`src/rtl/dbs_pkg.sv`:
```
// package for the burst dma state sequencer: constants, states, carriers
// Overview of operation
// all pacing logic steps on one 2 MHz tick
// start on boot read, read done, write
// host loads total word count before start
// burst counter sizes bursts, delay counter pauses
// start is taken only in idle state zero
// next tick moves idle to state one
// state two loads and gates burst counter
// state three raises active-low dma request
// acknowledged tick in state four strobes one word
// state four holds while burst count remains
// burst exhausted re-enables counting, enters state five
// state five stalls until programmed delay expires
// state six loads sequencer back to two
// leaving state six restores count enable
// total count exhausted signals terminal count
// start sets enable, sampled next tick
// synchronous reset returns idle, request off
package dbs_pkg;

	// system clock period and the sequencer tick period, in ns
	localparam int SYS_CLK_NS = 50;
	localparam int SEQ_TICK_NS = 500;
	localparam int SEQ_TICK_CYC = (SEQ_TICK_NS + SYS_CLK_NS - 1) / SYS_CLK_NS;
	localparam int TICK_CNT_W = 4;

	// counter widths and reset values
	localparam int BURST_W = 8;
	localparam int DELAY_W = 8;
	localparam int TOTAL_W = 16;
	localparam logic [BURST_W-1:0] BURST_RST = 8'h00;
	localparam logic [DELAY_W-1:0] DELAY_RST = 8'h00;
	localparam logic [TOTAL_W-1:0] TOTAL_RST = 16'h0000;

	// sequencer states, one-hot
	typedef enum logic [6:0] {
		DBS_S0 = 7'h01,
		DBS_S1 = 7'h02,
		DBS_S2 = 7'h04,
		DBS_S3 = 7'h08,
		DBS_S4 = 7'h10,
		DBS_S5 = 7'h20,
		DBS_S6 = 7'h40
	} dbs_state_e;

	// host-programmed pacing figures, held steady by the host
	typedef struct packed {
		logic [BURST_W-1:0] burst_len;
		logic [DELAY_W-1:0] delay_len;
	} dbs_pace_s;

	// causes that open a dma cycle
	typedef struct packed {
		logic boot_rom_read;
		logic disk_read_done;
		logic disk_write_pending;
	} dbs_cause_s;

endpackage

```
`src/rtl/dbs_sequencer.sv`:
```
// burst dma state sequencer: paces word bursts between buffer and host master
`timescale 1ns/1ps
`default_nettype none
module dbs_sequencer (
	input  wire logic                          i_clk_sys,
	input  wire logic                          i_reset_n,
	input  wire logic                          i_sync_reset,
	input  wire dbs_pkg::dbs_cause_s           i_cause,
	input  wire dbs_pkg::dbs_pace_s            i_pace,
	input  wire logic                          i_total_load,
	input  wire logic [dbs_pkg::TOTAL_W-1:0]   i_total_count,
	input  wire logic                          i_host_dma_acknowledge_n,
	output logic                               o_host_dma_request_n,
	output logic                               o_word_transfer_strobe,
	output logic                               o_terminal_count,
	output logic                               o_busy,
	output logic                               o_sequencer_state_bit_c
);

	dbs_pkg::dbs_state_e                state_r;
	logic [dbs_pkg::TICK_CNT_W-1:0]     tick_cnt_r;
	logic                               tick_r;
	logic                               ack_meta_r;
	logic                               ack_sync_r;
	logic                               cause_d_r;
	logic                               start_pend_r;
	logic                               req_en_r;
	logic                               req_en_fb_r;
	logic [dbs_pkg::BURST_W-1:0]        burst_cnt_r;
	logic [dbs_pkg::DELAY_W-1:0]        delay_cnt_r;
	logic [dbs_pkg::TOTAL_W-1:0]        total_cnt_r;
	logic                               cause_any;
	logic                               ack;
	logic                               burst_out;
	logic                               word_go;

	localparam logic [dbs_pkg::TICK_CNT_W-1:0] TICK_LAST =
		dbs_pkg::TICK_CNT_W'(dbs_pkg::SEQ_TICK_CYC - 1);

	assign cause_any = i_cause.boot_rom_read | i_cause.disk_read_done
		| i_cause.disk_write_pending;
	assign ack = ~ack_sync_r;
	assign burst_out = (burst_cnt_r == dbs_pkg::BURST_RST); // high once burst is spent
	// a word moves on an acknowledged tick while both counts remain
	assign word_go = tick_r && (state_r == dbs_pkg::DBS_S4) && ack && !burst_out
		&& (total_cnt_r != dbs_pkg::TOTAL_RST);

	// 2 MHz tick from the 20 MHz clock; one pulse keeps every stage in step
	always_ff @(posedge i_clk_sys or negedge i_reset_n) begin
		if (!i_reset_n) begin
			tick_cnt_r <= '0;
			tick_r <= 1'b0;
		end else begin
			tick_r <= (tick_cnt_r == TICK_LAST);
			tick_cnt_r <= (tick_cnt_r == TICK_LAST) ? '0 : tick_cnt_r + 1'b1;
		end
	end

	// acknowledge pin crosses in from the host: two flops before use
	always_ff @(posedge i_clk_sys or negedge i_reset_n) begin
		if (!i_reset_n) begin
			ack_meta_r <= 1'b1;
			ack_sync_r <= 1'b1;
		end else begin
			ack_meta_r <= i_host_dma_acknowledge_n;
			ack_sync_r <= ack_meta_r;
		end
	end

	// start pulse on any new cause; held until the idle sequencer takes it
	always_ff @(posedge i_clk_sys or negedge i_reset_n) begin
		if (!i_reset_n) begin
			cause_d_r <= 1'b0;
			start_pend_r <= 1'b0;
		end else begin
			cause_d_r <= cause_any;
			if (cause_any && !cause_d_r) begin
				start_pend_r <= 1'b1;
			end else if (i_sync_reset || (tick_r && state_r == dbs_pkg::DBS_S0)) begin
				start_pend_r <= 1'b0;
			end
		end
	end

	// request enable: set by start, fed back and sampled on the next tick
	always_ff @(posedge i_clk_sys or negedge i_reset_n) begin
		if (!i_reset_n) begin
			req_en_r <= 1'b0;
			req_en_fb_r <= 1'b0;
		end else if (i_sync_reset || o_terminal_count) begin
			req_en_r <= 1'b0;
			req_en_fb_r <= 1'b0;
		end else begin
			if (start_pend_r && state_r == dbs_pkg::DBS_S0) begin
				req_en_r <= 1'b1;
			end
			if (tick_r) begin
				req_en_fb_r <= req_en_r;
			end
		end
	end

	// state sequencer; waits in 4 and 5 stand for the inhibited count enable
	always_ff @(posedge i_clk_sys or negedge i_reset_n) begin
		if (!i_reset_n) begin
			state_r <= dbs_pkg::DBS_S0;
		end else if (i_sync_reset) begin
			state_r <= dbs_pkg::DBS_S0;
		end else if (tick_r) begin
			unique case (state_r)
				dbs_pkg::DBS_S0: begin
					if (start_pend_r) begin
						state_r <= dbs_pkg::DBS_S1;
					end
				end
				dbs_pkg::DBS_S1: begin
					state_r <= dbs_pkg::DBS_S2;
				end
				dbs_pkg::DBS_S2: begin
					state_r <= dbs_pkg::DBS_S3;
				end
				dbs_pkg::DBS_S3: begin
					state_r <= dbs_pkg::DBS_S4;
				end
				dbs_pkg::DBS_S4: begin
					if (total_cnt_r == dbs_pkg::TOTAL_RST) begin
						state_r <= dbs_pkg::DBS_S0;
					end else if (burst_out) begin
						state_r <= dbs_pkg::DBS_S5;
					end
				end
				dbs_pkg::DBS_S5: begin
					if (delay_cnt_r == dbs_pkg::DELAY_RST) begin
						state_r <= dbs_pkg::DBS_S6;
					end
				end
				dbs_pkg::DBS_S6: begin
					state_r <= dbs_pkg::DBS_S2;
				end
			endcase
		end
	end

	// burst counter: gated and loaded in state 2, counted down by word strobes
	always_ff @(posedge i_clk_sys or negedge i_reset_n) begin
		if (!i_reset_n) begin
			burst_cnt_r <= dbs_pkg::BURST_RST;
		end else if (i_sync_reset) begin
			burst_cnt_r <= dbs_pkg::BURST_RST;
		end else if (tick_r && state_r == dbs_pkg::DBS_S2) begin
			burst_cnt_r <= i_pace.burst_len;
		end else if (word_go) begin
			burst_cnt_r <= burst_cnt_r - 1'b1;
		end
	end

	// delay counter: reloaded on every tick in state 4, runs out in state 5
	always_ff @(posedge i_clk_sys or negedge i_reset_n) begin
		if (!i_reset_n) begin
			delay_cnt_r <= dbs_pkg::DELAY_RST;
		end else if (i_sync_reset) begin
			delay_cnt_r <= dbs_pkg::DELAY_RST;
		end else if (tick_r && state_r == dbs_pkg::DBS_S4) begin
			delay_cnt_r <= i_pace.delay_len;
		end else if (tick_r && state_r == dbs_pkg::DBS_S5
			&& delay_cnt_r != dbs_pkg::DELAY_RST) begin
			delay_cnt_r <= delay_cnt_r - 1'b1;
		end
	end

	// total word counter; the host loads it, a load wins over a word
	always_ff @(posedge i_clk_sys or negedge i_reset_n) begin
		if (!i_reset_n) begin
			total_cnt_r <= dbs_pkg::TOTAL_RST;
		end else if (i_total_load) begin
			total_cnt_r <= i_total_count;
		end else if (word_go) begin
			total_cnt_r <= total_cnt_r - 1'b1;
		end
	end

	// outputs, all registered
	always_ff @(posedge i_clk_sys or negedge i_reset_n) begin
		if (!i_reset_n) begin
			o_host_dma_request_n <= 1'b1;
			o_word_transfer_strobe <= 1'b0;
			o_terminal_count <= 1'b0;
			o_busy <= 1'b0;
			o_sequencer_state_bit_c <= 1'b0;
		end else if (i_sync_reset) begin
			o_host_dma_request_n <= 1'b1;
			o_word_transfer_strobe <= 1'b0;
			o_terminal_count <= 1'b0;
			o_busy <= 1'b0;
			o_sequencer_state_bit_c <= 1'b0;
		end else begin
			// request stays up through the burst, dropped one clock after it is spent
			o_host_dma_request_n <= !(req_en_fb_r && !burst_out
				&& (state_r == dbs_pkg::DBS_S3 || state_r == dbs_pkg::DBS_S4)
				&& total_cnt_r != dbs_pkg::TOTAL_RST);
			o_word_transfer_strobe <= word_go;
			o_terminal_count <= tick_r && state_r == dbs_pkg::DBS_S4
				&& total_cnt_r == dbs_pkg::TOTAL_RST;
			o_busy <= (state_r != dbs_pkg::DBS_S0);
			o_sequencer_state_bit_c <= (state_r == dbs_pkg::DBS_S4)
				|| (state_r == dbs_pkg::DBS_S5) || (state_r == dbs_pkg::DBS_S6);
		end
	end
endmodule
`default_nettype wire

```
`config.mk`:
```
export PLATFORM = sky130hd
export DESIGN_NAME = dbs_sequencer
export DESIGN_NICKNAME = d
export VERILOG_FILES = /design/src/rtl/dbs_pkg.sv /design/src/rtl/dbs_sequencer.sv
export SDC_FILE = /design/constraint.sdc
export NUM_CORES = 1
export LEC_CHECK = 0
export BUFFER_PORTS_ARGS = -buffer_cell sky130_fd_sc_hd__buf_2
export CAP_MARGIN = 20
export CORE_UTILIZATION = 45
export DETAILED_ROUTE_END_ITERATION = 16
export PLACE_DENSITY = 0.65
export SYNTH_ARGS = -nofsm -noshare
export SYNTH_HDL_FRONTEND = slang
export SYNTH_SLANG_ARGS = --single-unit
```
`constraint.sdc`:
```
create_clock -name i_clk_sys -period 2.71 [get_ports i_clk_sys]
set_input_delay 0.1355 -clock i_clk_sys [delete_from_list [all_inputs] [get_ports i_clk_sys]]
set_output_delay 0.1355 -clock i_clk_sys [all_outputs]
set_load 0.02 [all_outputs]
```
==> impl_metrics.tcl <==
set metrics [dict create \
    totalPowerFinal_uw 1566 \
    cts_made_buffers 5 \
    row_count 30 \
    synth_xor_xnor_area_share 0.03005 \
    synth_common_cells "51 x dfrtp_1, 39 x nor2_1, 21 x nand2_1" \
    dp.final_hpwl_um 5236 \
    overflow 0 \
    drt_iter0_markers 148 \
    hold_viol_final 0 \
    path_clk_slew_ns 0.10 \
    synthMuxAreaShare 0.01639 \
    worstMarginPinSlew_ns 0.7468 \
    synth_top_family_by_area "simple AND/OR/NAND/NOR gates" \
    power_density_nw_per_um2 422.8 \
    slew_headroom 0.4999 \
    clkLatencyLatePin_ns 0.31 \
    hold_class "input pin to flip-flop" \
    synth_edf_count 0 \
    slew_viol_final 0 \
    root_buffer "clkbuf_8" \
    portBuffers 44 \
    hold_end "cause_d_r$_DFF_PN0_" \
    nFillCells 643 \
    wire_per_inst_um 15.00 \
    reg2reg_to "total_cnt_r[5]$_DFFE_PN0P_" \
    max_freq_mhz 387.0 \
    fin_skew_ns 0.008270 \
    critical_path.max_stage_delay_ns 0.63 \
    min_path_cells 2 \
    synth_largest_area_cell "dfrtp_1" \
    r2r.worst_path.cells 5 \
    rsz0062_at_grt "false" \
    die_h_um 86.40 \
    endpoint_kind "flip-flop" \
    synth-simple-area-share 0.2588 \
    seqPwrFrac 0.558 \
    ys_ff_latch 55 \
    netlist.area_leader.share 0.3981 \
    crit_type "flip-flop to flip-flop" \
    synthCells 347 \
    ys_seq_area_frac 0.4309 \
    first_global_vias 2592 \
    r2r-start "state_r[3]$_DFFE_PN0P_" \
    grtUsageTotal 0.2135 \
    dieWidth_um 86.40 \
    setup_viol 0 \
    clkPwrFrac 0.363 \
    grt_max_degree 47 \
    core_um2 6832 \
    syn-num-nets 392 \
    power.internal_uw 1201 \
    avgViaCountPerCell 5.639 \
    peakVddDrop_uv 248.1 \
    cts.sinks 55 \
    worstPathArrival_ns 2.82 \
    yosys-top-cells-area "dfrtp_1 40%, nor2_1 4.6%, dfstp_2 3.3%" \
    cp_max_fo 26 \
    worstSetupStartpointType "flip-flop" \
    synth_warnings 0 \
    antenna_left 0 \
    yosys.cell_count.top_type "dfrtp_1" \
    fin_crit_ns 2.584 \
    switchingPower_uw 364.9 \
    vias 2780 \
    p_comb_frac 0.079 \
    area_delta_synth_final_pct 15.57 \
    drive_above_1_share 0.2116 \
    leakage_uw 0.001563 \
    tns_ns 0 \
    outcome "finished clean" \
    antenna_cells 0 \
    ys_types 61 \
    cts_tree "yes" \
    avgSynthCellArea_um2 9.238 \
    multi_input_area_um2 1673 \
    cts_max_path_buffers 2 \
    swShare 0.2330 \
    cpMostUsedCell "or4_1" \
    critPathRequiredTime_ns 2.94 \
    drc 0 \
    rrSetupSlack_ns 0.13 \
    cts-htree-levels 2 \
    die-area_um2 7465 \
    start_util 0.4692 \
    post-route-period-util 0.9534 \
    gp_congestion 0.8823 \
    path_cells "or4_1 > nor4b_4 > o211ai_4 > or4_1 > a31oi_1" \
    synthAdderAreaFrac 0.01952 \
    final-seq-area_um2 1381 \
    async_flop_share 1.000 \
    grt_pass1_wl_um 12580 \
    ios 45 \
    antenna_found_initial 0 \
    worst_path_max_delay_cell "or4_1" \
    maxCapViolCount 0 \
    synth_compound_area_frac 0.1971 \
    final_nets 441 \
    worstHoldStart "i_cause[0]" \
    first_pass_iters 4 \
    drt_wl_total_um 7395 \
    synth_area_um2 3206 \
    synthFlopType "dfrtp_1" \
]
==> through the flow <==
stage / hold WS (ns) / worst slack (ns) / utilization / cells / cell area, µm²
finish: 0.02995 / 0.1262 / 0.5423 / 493 / 3705
global route: 0.02634 / 0.008563 / 0.5423 / 493 / 3705
CTS: 0.02518 / 0.1498 / 0.5423 / 493 / 3705
detailed placement: 0.01098 / 0.1864 / 0.5222 / 483 / 3567
global placement: 0.01168 / 0.2131 / 0.5222 / 483 / 3567
floorplan: -0.1601 / 0.3028 / - / 347 / 3206
==> placed cells by master, fill, tap and decap left out, drive strengths merged, types with 3 or more instances in the layout <==
cell and n:
or2 6, clkbuf 6, or4 10, xor2 3, nand2b 5, or3 11
and2 3, dfrtp 51, ha 5, buf 59, nand3 12, xnor2 8
nor3 16, a31oi 13, nand4 6, o41ai 3, dfstp 4, o21ai 15
a311oi 6, and3 3, nand2 21, o311ai 4, mux2i 3, o31ai 7
nor2 39, nor4 7, inv 16, a21oi 9, o211ai 4, a211oi 7
==> timing repair <==
action | in CTS | in global routing
hold buffers | 2 | 0
endpoints found under the hold margin | 10 | 0
setup buffers | 0 | 0
resized for setup | 0 | 0
==> critical path, delay by kind of cell (launching register included) <==
family | cells | cell delay (ns)
AND/OR/NAND/NOR | 3 | 1.57
AO/OA/AOI/OAI | 2 | 0.46
flip-flops | 1 | 0.46
==> sequential cells by signal, summed over array words and instances, names as in the netlist, 4 cells and up <==
name / flops
burst_cnt_r: 8
tick_cnt_r: 4
total_cnt_r: 16
delay_cnt_r: 8
state_r: 7
==> power by group through the flow <==
stage,registers [µW],logic [µW],clock network [µW]
after floorplan,882,62.7,0
after detailed placement,888,124,0
after CTS,873,126,586
after global placement,888,121,0
after global routing,879,142,616
final,874,123,569
==> area by class of cell <==
class | count | area share
multi-input combinational | 257 | 0.4515
sequential | 55 | 0.3728
timing repair buffer | 61 | 0.09524
tap | 96 | 0.03242
clock buffer | 6 | 0.02229
inverter | 16 | 0.01621
clock inverter | 2 | 0.009456
==> layer usage <==
| layer | track usage | part of all wire | up-vias | wire (µm) |
|---|---|---|---|---|
| met5 | 0 | 0 | - | 0 |
| met1 | 0.3169 | 0.52 | 1318 | 3820 |
| li1 | - | - | 1393 | - |
| met3 | 0.03619 | 0.033 | 10 | 245 |
| met4 | 0.05152 | 0.011 | 0 | 78 |
| met2 | 0.3247 | 0.44 | 59 | 3251 |
==> how the worst max path moves through the flow <==
stage / from / slack (ns) / end
floorplan: state_r[2]$_DFFE_PN0P_ / 0.30 / delay_cnt_r[1]$_DFFE_PN0P_
global placement: state_r[3]$_DFFE_PN0P_ / 0.21 / burst_cnt_r[0]$_DFFE_PN0P_
detailed placement: state_r[3]$_DFFE_PN0P_ / 0.19 / total_cnt_r[5]$_DFFE_PN0P_
CTS: state_r[3]$_DFFE_PN0P_ / 0.15 / total_cnt_r[5]$_DFFE_PN0P_
global route: total_cnt_r[3]$_DFFE_PN0P_ / 0.009 / burst_cnt_r[2]$_DFFE_PN0P_
finish: state_r[3]$_DFFE_PN0P_ / 0.13 / total_cnt_r[5]$_DFFE_PN0P_
==> logic make-up (layout without fill, tap and decap cells) <==
family                   Yosys count  in the layout
AO/OA/AOI/OAI                     84             84
adder cells (fa/ha/maj)            5              5
AND/OR/NAND/NOR                  152            152
buffers and inverters             35             85
XOR/XNOR                          11             11
flip-flops                        55             55
multiplexers                       5              5
Note: power is estimated with default switching activity, not from simulation.
